## config.mk

```make
export PLATFORM = sky130hd
export DESIGN_NAME = kil_top
export DESIGN_NICKNAME = d
export VERILOG_FILES = /design/src/core/kil_pkg.sv /design/src/core/kil_top.sv /design/src/core/kil_sync.sv
export SDC_FILE = /design/constraint.sdc
export NUM_CORES = 1
export LEC_CHECK = 0
export BUFFER_PORTS_ARGS = -buffer_cell sky130_fd_sc_hd__buf_2
export CORE_ASPECT_RATIO = 0.75
export CORE_UTILIZATION = 36
export CTS_BUF_LIST = sky130_fd_sc_hd__clkbuf_4 sky130_fd_sc_hd__clkbuf_8
export CTS_CLUSTER_SIZE = 10
export DETAILED_ROUTE_END_ITERATION = 12
export HOLD_SLACK_MARGIN = 0.03
export PLACE_DENSITY_LB_ADDON = 0.05
export SLEW_MARGIN = 5
export SYNTH_ARGS = -nofsm -noshare
export SYNTH_HDL_FRONTEND = slang
export SYNTH_SLANG_ARGS = --single-unit
export TNS_END_PERCENT = 50
```

## constraint.sdc

```tcl
create_clock -name clk_i -period 1.9 [get_ports clk_i]
set_clock_uncertainty 0.1 [all_clocks]
set_input_delay 0.095 -clock clk_i [delete_from_list [all_inputs] [get_ports clk_i]]
set_output_delay 0.095 -clock clk_i [all_outputs]
set_load 0.005 [all_outputs]
```

## src/core/kil_pkg.sv

```systemverilog
// Package for the keypad interrupt latch: register map, field layout, reset values.
// Assumes a 32-bit Wishbone register bus with word-aligned registers.
package kil_pkg;
  localparam int          KIL_PINS        = 5;
  localparam logic [7:0]  KIL_IDX_STATUS  = 8'h1a;
  localparam logic [7:0]  KIL_IDX_ENABLE  = 8'h1b;
  localparam logic [9:0]  KIL_ADDR_STATUS = {KIL_IDX_STATUS, 2'b00};
  localparam logic [9:0]  KIL_ADDR_ENABLE = {KIL_IDX_ENABLE, 2'b00};
  localparam int          KIL_BIT_FLAG    = 3;
  localparam int          KIL_BIT_ACK     = 2;
  localparam int          KIL_BIT_MASK    = 1;
  localparam int          KIL_BIT_SENSE   = 0;
  localparam logic        KIL_RST_MASK    = 1'b0;
  localparam logic        KIL_RST_SENSE   = 1'b0;
  localparam logic [4:0]  KIL_RST_ENABLE  = 5'h00;
  localparam logic [31:0] KIL_UNMAPPED    = 32'h00000000;
endpackage : kil_pkg

```

## src/core/kil_top.sv

```systemverilog
// Keypad interrupt latch: five key pins, Wishbone slave, interrupt request out.
// Assumes pins are asynchronous; vector fetch arrives as a one-cycle pulse on clk_i.
// Notes on behaviour
// RULE1 - Five key pins, each with its own enable, one shared mask.
// RULE2 - An enabled pin also turns on its pull-up output.
// RULE3 - Latch a request when an enabled pin falls after all were high.
// RULE4 - Edge-only mode: no new latch while another enabled pin is low.
// RULE5 - Edge-and-level mode: request held while any enabled pin is low.
// RULE6 - Level mode clears only after acknowledge and all pins high, any order.
// RULE7 - Acknowledge write clears request; later falling edge latches anew.
// RULE8 - Unmasked request goes to the CPU; vector fetch acknowledges.
// RULE9 - Edge-only mode: acknowledge clears at once whatever the pins show.
// RULE10 - Reset clears request and sense select even with a pin low.
// RULE11 - Pending flag shows the request regardless of mask.
// RULE12 - Enabled pin is forced input; pin readable only when direction is input.
// RULE13 - Software masks, enables, acknowledges, then unmasks.
// RULE14 - Software may drive pins high as outputs before enabling them.
// RULE15 - Block runs in wait and stop; unmasked request wakes the CPU.
// RULE16 - Sense select 1 means edge and level, 0 means edge only.
// RULE17 - Acknowledge bit is write only and reads zero.
// RULE18 - Mask blocks the CPU request but latching goes on.
// RULE19 - Each pin passes two flip-flops before edge detection.
//
// The Wishbone slave port is this design's own decision.
`timescale 1ns/1ps
module kil_top
  import kil_pkg::*;
(
  input  wire logic                clk_i,
  input  wire logic                rst_i,
  input  wire logic                wb_cyc_i,
  input  wire logic                wb_stb_i,
  input  wire logic                wb_we_i,
  input  wire logic [31:0]         wb_adr_i,
  input  wire logic [3:0]          wb_sel_i,
  input  wire logic [31:0]         wb_dat_i,
  output logic      [31:0]         wb_dat_o,
  output logic                     wb_ack_o,
  input  wire logic [KIL_PINS-1:0] key_interrupt_pins_i,
  input  wire logic [KIL_PINS-1:0] pin_dir_out_i,
  input  wire logic [KIL_PINS-1:0] pin_port_data_i,
  output logic      [KIL_PINS-1:0] pin_pullup_en_o,
  output logic      [KIL_PINS-1:0] pin_drive_o,
  output logic      [KIL_PINS-1:0] pin_drive_oe_o,
  output logic      [KIL_PINS-1:0] pin_read_valid_o,
  input  wire logic                vector_fetch_i,
  output logic                     cpu_irq_o,
  output logic                     wake_o
);
  // ==========================================
  // State
  // ==========================================
  logic [KIL_PINS-1:0] pin_interrupt_enables_reg;
  logic                request_mask_reg;
  logic                trigger_sense_select_reg;
  logic                request_pending_flag_reg;
  logic                ack_seen_reg;
  logic                all_high_prev_reg;
  logic [KIL_PINS-1:0] pin_sync;
  logic                all_high;
  logic                any_low;
  logic                fall_event;
  logic                bus_req;
  logic                wr_status;
  logic                request_acknowledge;
  logic                ack_any;
  logic                sel_low;

  // ==========================================
  // Pin synchronisation and event detection
  // ==========================================
  kil_sync u_sync (
    .clk_i   (clk_i),
    .rst_i   (rst_i),
    .async_i (key_interrupt_pins_i),
    .sync_o  (pin_sync)
  ); // RULE19

  assign all_high = &(pin_sync | ~pin_interrupt_enables_reg); // RULE1
  assign any_low  = ~all_high;
  assign fall_event = all_high_prev_reg && any_low; // RULE3 RULE4

  always_ff @(posedge clk_i) begin
    if (rst_i) begin
      all_high_prev_reg <= 1'b1;
    end else begin
      all_high_prev_reg <= all_high;
    end
  end

  // ==========================================
  // Wishbone slave
  // ==========================================
  assign bus_req   = wb_cyc_i && wb_stb_i && !wb_ack_o;
  assign sel_low   = wb_sel_i[0];
  assign wr_status = bus_req && wb_we_i && sel_low && (wb_adr_i[9:0] == KIL_ADDR_STATUS)
                     && (wb_adr_i[31:10] == 22'h000000);
  assign request_acknowledge = wr_status && wb_dat_i[KIL_BIT_ACK]; // RULE7
  assign ack_any = request_acknowledge || vector_fetch_i; // RULE8

  always_ff @(posedge clk_i) begin
    if (rst_i) begin
      wb_ack_o <= 1'b0;
    end else begin
      wb_ack_o <= bus_req;
    end
  end

  always_ff @(posedge clk_i) begin
    if (rst_i) begin
      request_mask_reg         <= KIL_RST_MASK;
      trigger_sense_select_reg <= KIL_RST_SENSE; // RULE10
    end else if (wr_status) begin
      request_mask_reg         <= wb_dat_i[KIL_BIT_MASK];
      trigger_sense_select_reg <= wb_dat_i[KIL_BIT_SENSE]; // RULE16
    end
  end

  always_ff @(posedge clk_i) begin
    if (rst_i) begin
      pin_interrupt_enables_reg <= KIL_RST_ENABLE;
    end else if (bus_req && wb_we_i && sel_low && wb_adr_i == {22'h000000, KIL_ADDR_ENABLE}) begin
      pin_interrupt_enables_reg <= wb_dat_i[KIL_PINS-1:0];
    end
  end

  always_ff @(posedge clk_i) begin
    if (rst_i) begin
      wb_dat_o <= KIL_UNMAPPED;
    end else if (bus_req && !wb_we_i) begin
      if (wb_adr_i == {22'h000000, KIL_ADDR_STATUS}) begin
        wb_dat_o <= {28'h0000000, request_pending_flag_reg, 1'b0, request_mask_reg,
                     trigger_sense_select_reg}; // RULE11 RULE17
      end else if (wb_adr_i == {22'h000000, KIL_ADDR_ENABLE}) begin
        wb_dat_o <= {27'h0000000, pin_interrupt_enables_reg};
      end else begin
        wb_dat_o <= KIL_UNMAPPED;
      end
    end
  end

  // ==========================================
  // Request latch
  // ==========================================
  always_ff @(posedge clk_i) begin
    if (rst_i) begin
      ack_seen_reg <= 1'b0;
    end else if (fall_event || !request_pending_flag_reg || all_high) begin
      ack_seen_reg <= 1'b0;
    end else if (ack_any) begin
      ack_seen_reg <= 1'b1; // RULE6
    end
  end

  always_ff @(posedge clk_i) begin
    if (rst_i) begin
      request_pending_flag_reg <= 1'b0; // RULE10
    end else if (fall_event) begin
      request_pending_flag_reg <= 1'b1; // RULE3 RULE7
    end else if (trigger_sense_select_reg) begin
      if ((ack_any || ack_seen_reg) && all_high) begin
        request_pending_flag_reg <= 1'b0; // RULE6
      end else if (any_low && request_pending_flag_reg) begin
        request_pending_flag_reg <= 1'b1; // RULE5
      end
    end else if (ack_any) begin
      request_pending_flag_reg <= 1'b0; // RULE9
    end
  end

  // ==========================================
  // Outputs
  // ==========================================
  assign cpu_irq_o = request_pending_flag_reg && !request_mask_reg; // RULE8 RULE18
  assign wake_o    = cpu_irq_o; // RULE15
  assign pin_pullup_en_o = pin_interrupt_enables_reg; // RULE2
  assign pin_drive_oe_o  = pin_dir_out_i & ~pin_interrupt_enables_reg; // RULE12
  assign pin_drive_o     = pin_port_data_i & pin_drive_oe_o;
  assign pin_read_valid_o = ~pin_dir_out_i; // RULE12
endmodule : kil_top

```

## src/core/kil_sync.sv

```systemverilog
// Two-flop synchroniser, one per key pin.
// Assumes pins are asynchronous to clk_i.
`timescale 1ns/1ps
module kil_sync
  import kil_pkg::*;
(
  input  wire logic                clk_i,
  input  wire logic                rst_i,
  input  wire logic [KIL_PINS-1:0] async_i,
  output logic      [KIL_PINS-1:0] sync_o
);
  logic [KIL_PINS-1:0] meta_reg;
  genvar g;
  generate
    for (g = 0; g < KIL_PINS; g++) begin : g_pin
      always_ff @(posedge clk_i) begin
        if (rst_i) begin
          meta_reg[g] <= 1'b1;
          sync_o[g]   <= 1'b1;
        end else begin
          meta_reg[g] <= async_i[g];
          sync_o[g]   <= meta_reg[g];
        end
      end
    end
  endgenerate
endmodule : kil_sync

```

=== Yosys cells after proc, flatten, opt, wreduce, memory -nomap -nowiden ===
Cells that the tools add are included.

* Equal/unequal tests: 4
* Mux-type cells: 7
* Bitwise gates (word level): 6
* Reductions and logical operators: 26

{| class="wikitable"
|+ Operator list
! operator !! number
|-
| equality test 32 x 7 -> 1 bit, second input constant || 2
|-
| zero test 22 bit || 1
|-
| logical AND 1 bit || 13
|-
| AND 5 bit || 2
|-
| equality test 10 x 7 -> 1 bit, second input constant || 1
|-
| two-way mux 5 bit || 2
|-
| NOT 5 bit || 2
|-
| two-way mux 1 bit || 5
|-
| OR 5 bit || 1
|-
| AND reduction 5 bit || 1
|-
| zero test 1 bit || 4
|-
| logical OR 1 bit || 4
|-
| inequality test 4 x 1 -> 1 bit, second input constant || 1
|-
| nonzero test 3 bit || 1
|-
| AND reduction 2 bit || 1
|-
| OR reduction 2 bit || 1
|-
| NOT 1 bit || 1
|}

* Register bits after elaboration: 53
* Input bits: 89
* Output and inout port bits: 55
* Word-level logic and storage cells: 61

=== Depth between registers and ports, before layout ===
Gate-level depths: netlist (run 1).

* Word-level depth: 13
* Depth in mapped cells: 6
* Mapped depth without buffers: 5

=== Hierarchy ===
A second synthesis (run 1) with hierarchy kept.

* Cell total of the unflattened synthesis: 148
* Area, all modules: 1362.6 um^2

{| class="wikitable"
|+ By module, submodules not included
! module !! instances !! cells an instance !! area each (um^2) !! seq. area each (um^2)
|-
| kil_top || 1 || 128 || 1099.8 || 320.3
|-
| kil_sync || 1 || 20 || 262.8 || 200.2
|}

=== Worst setup path before layout (run 1) ===
Ideal clock, no wire load.

* Path type: register to register
* Start: register wb_ack_o
* End: register ack_seen_reg
* Library setup time: 0.103 ns
* Data arrival time: 1.558 ns
* Required time: 1.697 ns
* Slack: 0.138 ns
* Stages on the path, launching flop included: 6
* Path buffers: 0
* Clock period less this slack: 1.762 ns
* Cell sequence: dfxtp_1 -> nand3b_1 -> or3_1 -> nor4_4 -> nand2_2 -> a2111oi_2

* Longest elaborated chain between the ends: 8

{| class="wikitable"
|+ RTL lines
! what !! line !! source
|-
| start: declaration || kil_top.sv:38 || <nowiki>output logic wb_ack_o,</nowiki>
|-
| start signal: assignment || kil_top.sv:105 || <nowiki>wb_ack_o <= bus_req;</nowiki>
|-
| zero test 1 bit || kil_top.sv:94 || <nowiki>assign bus_req = wb_cyc_i && wb_stb_i && !wb_ack_o;</nowiki>
|-
| logical AND 1 bit || kil_top.sv:94 ||
|-
| logical AND 1 bit (3 in a row) || kil_top.sv:96 || <nowiki>assign wr_status = bus_req && wb_we_i && sel_low && (wb_adr_i[9:0] == KIL_ADDR_STATUS)</nowiki>
|-
| logical AND 1 bit || kil_top.sv:97 || <nowiki>&& (wb_adr_i[31:10] == 22'h000000);</nowiki>
|-
| logical AND 1 bit || kil_top.sv:98 || <nowiki>assign request_acknowledge = wr_status && wb_dat_i[KIL_BIT_ACK];</nowiki>
|-
| logical OR 1 bit || kil_top.sv:99 || <nowiki>assign ack_any = request_acknowledge || vector_fetch_i;</nowiki>
|-
| end signal: assignment || kil_top.sv:147 || <nowiki>ack_seen_reg <= 1'b0;</nowiki>
|-
| end signal: assignment || kil_top.sv:149 || <nowiki>ack_seen_reg <= 1'b0;</nowiki>
|-
| end signal: assignment || kil_top.sv:151 || <nowiki>ack_seen_reg <= 1'b1;</nowiki>
|-
| end: declaration || kil_top.sv:57 || <nowiki>logic ack_seen_reg;</nowiki>
|}

Every way passes these cells.
A chain may end at the register's enable or synchronous reset.

=== Final worst setup path (run 1) ===
Ends and elaborated chain as after synthesis.

==> metrics.md, run 1 <==
| Metric | Value |
|---|---|
| Status | `finished, final reports clean` |
| H-tree levels | `1` |
| Largest stage delay, worst path | `about 0.4 ns` |
| Placed cell areas | `0.001740 sq mm` |
| Placed instance count | `roughly 280` |
| Final #Nets | `between 300 and 400` |
| Switching share of power | `0.2290` |
| CTS tree | `done` |
| Initial antenna violation count | `0` |
| Tmin final | `1.726 ns` |
| Yosys warns | `0` |
| Final setup viols | `0` |
| Post-DRT Antenna Nets | `0` |
| Crit end category | `register` |
| Via density | `4.366` |
| Crit Path Max Fanout | `2` |
| Die Wd | `73.01 microns` |
| Tot Pwr | `1.073 mW` |
| CTS Buf Count | `3` |
| Comb pwr share | `0.148` |
| RSZ-0062 raised after global routing | `no` |
| FF+latch area | `~520 sq um` |
| Crit path DAT | `1.80 ns` |
| Synth-to-Final Area Change | `39.25%` |
| Drt total wl | `3296 microns` |
| Critical path class | `register to register` |
| CP cell instances | `nand3b_1 > or3_1 > nor4_4 > nand2_2 > a2111oi_2` |
| CTS Sinks | `26` |
| CP Launch Type | `register` |
| GRT Total Usage | `0.1651` |
| 1st-pass router iterations | `5` |
| GRT Residual Overflow | `0` |
| PortBufs | `86` |
| Worst path bufs/invs | `0` |
| Die height | `~55 microns` |
| Ant diodes | `0` |
| Psw | `around 250 uW` |
| Max clock buf depth | `2` |
| Max-slew violations | `0` |
| Lkg Pwr | `0.9700 nW` |
| Post-detail-place hpwl | `2704 microns` |
| Seq/Total Area, Yosys | `0.3824` |
| Crit-path slowest cell | `or3_1` |
| Routed len/inst | `~11 microns` |
| Design area | `0.001896 sq mm` |
| Area of the multi-input gates | `about 680 sq um` |
| F_max | `579.5 MHz` |
| Iter 0 DRT Violations | `25` |
| Clk_lat worst skew | `0.27 ns` |
| Vias in the first global route | `1210` |
| Critical Path RT | `1.97 ns` |
| Worst vdd ir | `0.3176 mV` |
| Endpoints failing hold | `0` |
| DRC | `0` |
| Die area | `0.004034 sq mm` |
| Root buffer cell | `clkbuf_8` |
| # rows | `18` |
| Period utilization | `0.9082` |
| Synth cell types | `32` |
| Largest net degree at the start of global routing | `23` |
| First-pass GRT wire length | `5119 microns` |
| Internal power | `827.4 uW` |
| Clk pwr share | `0.333` |
| Hold WC Path Type | `primary input to register` |
| Layout Utilization | `0.5501` |
| Post-Synthesis Cells | `about 150` |
| Share of cells above drive strength 1 | `0.4435` |
| Fillers | `350` |
| Cell Count, Final, Fillers Out | `approximately 300` |
| Last weighted congestion value of the routability-driven placer | `0.7525` |
| Ports | `144` |
| MaxCap Viol Count | `0` |
| Setup TNS | `0 ns` |
| PD cells | `566.2 mW/mm^2` |
| Clk pin slew, worst setup/hold paths | `0.09 ns` |
| Via count | `1301` |
| Core Area | `around 0.0034 sq mm` |
| Synth Register Bits | `26` |
| Flop pwr share | `0.519` |
| Syn_area_per_cell | `approximately 9 sq um` |
| Starting Density | `0.3951` |
| Worst path top cell family by delay | `simple AND/OR/NAND/NOR gates` |
| Post-Syn Area | `0.001361 sq mm` |
[kinds of logic after synthesis]
family          share of synthesized area
buf+inv                            0.1912
other cells                      0.002755
flops                              0.3824
compound gates                    0.06525
simple gates                       0.2849
mux                               0.07353
[per-stage QoR]
stage | setup slack [ns] | hold slack [ns]
after floorplan | 0.1383 | 0.09881
after global placement | 0.2051 | 0.1766
after detailed placement | 0.1343 | 0.1799
after CTS | 0.1707 | 0.03599
after global routing | 0.09132 | 0.03644
final | 0.1744 | 0.04571
[final timing paths]
kind,start,to,slack [ns],cells past startpoint
setup reg to reg,wb_ack_o,ack_seen_reg,0.17,5
setup / recovery,wb_ack_o,ack_seen_reg,0.17,5
hold reg to reg,u_sync.meta_reg[2],u_sync.sync_o[2],0.32,1
hold / removal,vector_fetch_i,request_pending_flag_reg,0.05,3
[timing repair]
action	in CTS	in global routing
hold buffers	10	0
setup endpoints to repair	0	0
resized for setup	0	0
buffers inserted	0	0
endpoints found under the hold margin	13	0
[per-layer routing]
layer | up-vias | wire length, microns | global-route usage
met5 | - | 0 | 0
met4 | 0 | 45 | 0.07283
met3 | 7 | 242 | 0.04927
met2 | 72 | 1556 | 0.2698
met1 | 576 | 1451 | 0.1980
li1 | 646 | - | -
[worst register-to-register path: stages (launching register included)]
cell and delay (ns):
dfxtp_1 0.31, nand3b_1 0.17, or3_1 0.40, nor4_4 0.18
nand2_2 0.10, a2111oi_2 0.36
[cells in the mapped netlist]
cell | number | share of area
buf_4 | 28 | 0.15
dfxtp_1 | 26 | 0.38
nor2_1 | 21 | 0.058
mux2i_1 | 10 | 0.074
or2_2 | 10 | 0.046
inv_1 | 9 | 0.025
nand2_1 | 7 | 0.019
and2_1 | 5 | 0.023
nor4_1 | 4 | 0.018
clkbuf_1 | 3 | 0.0083
nor4_4 | 3 | 0.047
o21ai_0 | 3 | 0.011
a22o_1 | 2 | 0.013
nand2b_1 | 2 | 0.0092
or3_1 | 2 | 0.0092
a2111oi_0 | 1 | 0.0064
a2111oi_2 | 1 | 0.011
a21oi_1 | 1 | 0.0037
a222oi_1 | 1 | 0.0074
a31o_2 | 1 | 0.0064
and3_1 | 1 | 0.0046
and4b_1 | 1 | 0.0074
and4bb_2 | 1 | 0.0092
buf_2 | 1 | 0.0037
conb_1 | 1 | 0.0028
nand2_2 | 1 | 0.0046
nand3b_1 | 1 | 0.0055
nand4_1 | 1 | 0.0046
nand4_2 | 1 | 0.0092
nor3_1 | 1 | 0.0037
nor4b_1 | 1 | 0.0064
o2bb2ai_1 | 1 | 0.0064
[cells in the final DEF (no fill, tap or decap)]
cell type,n
o21ai_0,3
and4b_1,1
clkbuf_8,4
o2bb2ai_1,1
mux2i_1,10
or2_2,10
a22o_1,2
conb_1,27
nand2_2,1
dlygate4sd3_1,10
nand2_1,7
and3_1,1
and2_1,5
and4bb_2,1
nor3_1,1
buf_2,86
nor4_4,3
nand4_2,1
nor4b_1,1
or3_1,2
a31o_2,1
dfxtp_1,26
nand4_1,1
a2111oi_2,1
a222oi_1,1
nor2_1,21
a2111oi_0,1
nand2b_1,2
nor4_1,4
nand3b_1,1
inv_1,9
a21oi_1,1
buf_4,2
[power by group through the flow]
stage | combinational, mW | clock (mW) | sequential, mW
floorplan | 0.0953 | 0 | 0.570
global placement | 0.138 | 0 | 0.570
detailed placement | 0.143 | 0 | 0.570
CTS | 0.159 | 0.368 | 0.557
global route | 0.178 | 0.396 | 0.559
finish | 0.159 | 0.357 | 0.557
[layout make-up]
cell class	instances	area share
timing repair buffer	98	0.2878
tap	50	0.03300
sequential	26	0.2746
clock buffer	4	0.02904
inverter	9	0.01782
multi-input combinational	111	0.3578
No activity file was read; power rests on OpenSTA's default activity.
==> run 2: changes to the inputs <==
Settings changed: RECOVER_POWER from default to 100.
==> run 2 against run 1 <==
  * Hold slack improved by 0.00093 ns
  * Sequential power is essentially flat
  * Clock-buffer cell count unchanged
  * Combinational power barely moved
  * Flip-flop and latch count stayed put
  * Wire length grew 0.79%
  * Fmax fell by 1.2%
  * Critical endpoint is now request_mask_reg
  * Largest power group unchanged
==> metrics.md, run 2 (synthesized netlist as in run 1, its figures left out) <==
| Metric | Value |
|---|---|
| # rows | `18 (unchanged)` |
| 1st-pass router iterations | `4 (was 5)` |
| CTS tree | `done (unchanged)` |
| Psw | `247.3 uW (was 245.8 uW)` |
| Switching share of power | `0.2308 (was 0.2290)` |
| Clk_lat worst skew | `0.27 ns (about the same)` |
| Iter 0 DRT Violations | `32 (was 25)` |
| Design area | `0.001876 sq mm (was 0.001896 sq mm)` |
| Placed cell areas | `0.001740 sq mm (unchanged)` |
| Core Area | `0.003446 sq mm (unchanged)` |
| Crit-path slowest cell | `or3_1 (unchanged)` |
| Postcts setup bufs | `0 (unchanged)` |
| Area of the multi-input gates | `678.2 sq um (unchanged)` |
| Critical path class | `register to register (unchanged)` |
| DRC | `0 (unchanged)` |
| Largest stage delay, worst path | `0.40 ns (about the same)` |
| GRT Residual Overflow | `0 (unchanged)` |
| Most frequent cells in the layout | `72 x buf_2, 27 x conb_1, 26 x dfxtp_1 (was 86 x buf_2, 27 x conb_1, 26 x dfxtp_1)` |
| Drt total wl | `3322 microns (was 3296 microns)` |
| PortBufs | `86 (unchanged)` |
| Post-DRT Antenna Nets | `0 (unchanged)` |
| Worst path top cell family by delay | `simple AND/OR/NAND/NOR gates (unchanged)` |
| Vias in the first global route | `1210 (unchanged)` |
| Ports | `144 (unchanged)` |
| Die Wd | `73.01 microns (unchanged)` |
| FF+latch area | `520.5 sq um (unchanged)` |
| Initial antenna violation count | `0 (unchanged)` |
| Die area | `0.004034 sq mm (unchanged)` |
| Commonest non-fill, non-tap cell in the layout | `buf_2 (unchanged)` |
| H-tree levels | `1 (unchanged)` |
| Post-detail-place hpwl | `2704 microns (unchanged)` |
| Synth-to-Final Area Change | `37.78% (was 39.25%)` |
| Via count | `1308 (was 1301)` |
| CTS Sinks | `26 (unchanged)` |
| Comb pwr share | `0.146 (was 0.148)` |
| Share of cells above drive strength 1 | `0.3911 (was 0.4435)` |
| First-pass GRT wire length | `5119 microns (unchanged)` |
| Lkg Pwr | `0.9248 nW (was 0.9700 nW)` |
| Max-slew violations | `0 (unchanged)` |
| Max clock buf depth | `2 (unchanged)` |
| Final setup viols | `0 (unchanged)` |
| Ant diodes | `0 (unchanged)` |
| Crit end category | `register (unchanged)` |
| Tot Pwr | `1.072 mW (was 1.073 mW)` |
| Setup TNS | `0 ns (unchanged)` |
| MaxCap Viol Count | `0 (unchanged)` |
| GRT Total Usage | `0.1651 (unchanged)` |
| F_max | `572.6 MHz (was 579.5 MHz)` |
| Tmin final | `1.746 ns (was 1.726 ns)` |
| Hold WC Path Type | `primary input to register (unchanged)` |
| CP Launch Type | `register (unchanged)` |
| Endpoints failing hold | `0 (unchanged)` |
| Worst setup margin | `0.1535 ns (was 0.1744 ns)` |
| Period utilization | `0.9192 (was 0.9082)` |
| Post-CTS Resized | `0 (unchanged)` |
| Crit path DAT | `1.80 ns (about the same)` |
| Critical Path RT | `1.96 ns (was 1.97 ns)` |
| Clk pwr share | `0.334 (was 0.333)` |
| CTS Buf Count | `3 (unchanged)` |
| Setup WS pre-CTS | `0.1343 ns (unchanged)` |
| Internal power | `824.4 uW (was 827.4 uW)` |
| Worst vdd ir | `0.3191 mV (was 0.3176 mV)` |
| Via density | `4.389 (was 4.366)` |
| CP cell instances | `nand3b_1 > or3_1 > nor4_4 > clkbuf_1 > mux2i_1 > nor2_1 (was nand3b_1 > or3_1 > nor4_4 > nand2_2 > a2111oi_2)` |
| Largest net degree at the start of global routing | `23 (unchanged)` |
| Status | `finished, final reports clean (unchanged)` |
| PD cells | `571.4 mW/mm^2 (was 566.2 mW/mm^2)` |
| Last weighted congestion value of the routability-driven placer | `0.7525 (unchanged)` |
| Routed len/inst | `11.15 microns (was 11.06 microns)` |
| Flop pwr share | `0.520 (was 0.519)` |
| Final #Nets | `338 (unchanged)` |
| Clk pin slew, worst setup/hold paths | `0.09 ns (about the same)` |
| Root buffer cell | `clkbuf_8 (unchanged)` |
| Starting Density | `0.3951 (unchanged)` |
| Crit Path Max Fanout | `2 (unchanged)` |
| RSZ-0062 raised after global routing | `no (unchanged)` |
| Worst path bufs/invs | `1 (was 0)` |
| Die height | `55.26 microns (unchanged)` |
| Fillers | `353 (was 350)` |
run 2: cell count changes in the layout (fill, tap and decap cells not counted), sizes merged:
cell / change
buf: -16
clkbuf: +16
run 2: worst reg2reg max path, delay by kind of cell (launching register included):
family | cells | cell delay, ns
flip-flops | 1 | 0.32
buffers and inverters | 1 | 0.21
multiplexers | 1 | 0.20
AND/OR/NAND/NOR | 4 | 0.81
run 2: per-stage QoR:
stage	std cells	hold WS, ns	utilization
2_1_floorplan	178	0.09881	-
3_3_place_gp	284	0.1766	0.5051
3_5_place_dp	284	0.1799	0.5051
4_1_cts	298	0.03599	0.5501
5_1_grt	298	0.03644	0.5443
6_report	298	0.04664	0.5443
run 2: final timing paths:
check / start / endpoint / slack [ns] / depth (start not counted)
worst max-delay path: wb_ack_o / request_mask_reg / 0.15 / 6
worst min-delay path: vector_fetch_i / request_pending_flag_reg / 0.05 / 3
worst max register to register: wb_ack_o / request_mask_reg / 0.15 / 6
worst min register to register: u_sync.meta_reg[2] / u_sync.sync_o[2] / 0.32 / 1
run 2: area by class of cell:
| type | instances | area share |
|---|---|---|
| Multi-Input combinational cell | 111 | 0.3616 |
| Timing Repair Buffer | 98 | 0.2802 |
| Sequential cell | 26 | 0.2775 |
| Tap cell | 50 | 0.03336 |
| Clock buffer | 4 | 0.02935 |
| Inverter | 9 | 0.01801 |
run 2: metal layers:
layer / vias to the layer above / wire, microns / GRT usage
met5: - / 0 / 0
met4: 0 / 45 / 0.07283
met3: 7 / 239 / 0.04927
met2: 69 / 1557 / 0.2698
met1: 587 / 1480 / 0.1980
li1: 645 / - / -
run 2: power by group through the flow:
stage / logic (mW) / registers (mW) / clock network (mW)
floorplan: 0.0953 / 0.570 / 0
global placement: 0.138 / 0.570 / 0
detailed placement: 0.143 / 0.570 / 0
CTS: 0.159 / 0.557 / 0.368
global route: 0.175 / 0.559 / 0.396
finish: 0.156 / 0.557 / 0.358
run 2: timing repair:
| action | CTS | global route |
|---|---|---|
| endpoints found under the setup margin | 0 | 0 |
| endpoints found under the hold margin | 13 | 0 |
| hold buffers | 10 | 0 |
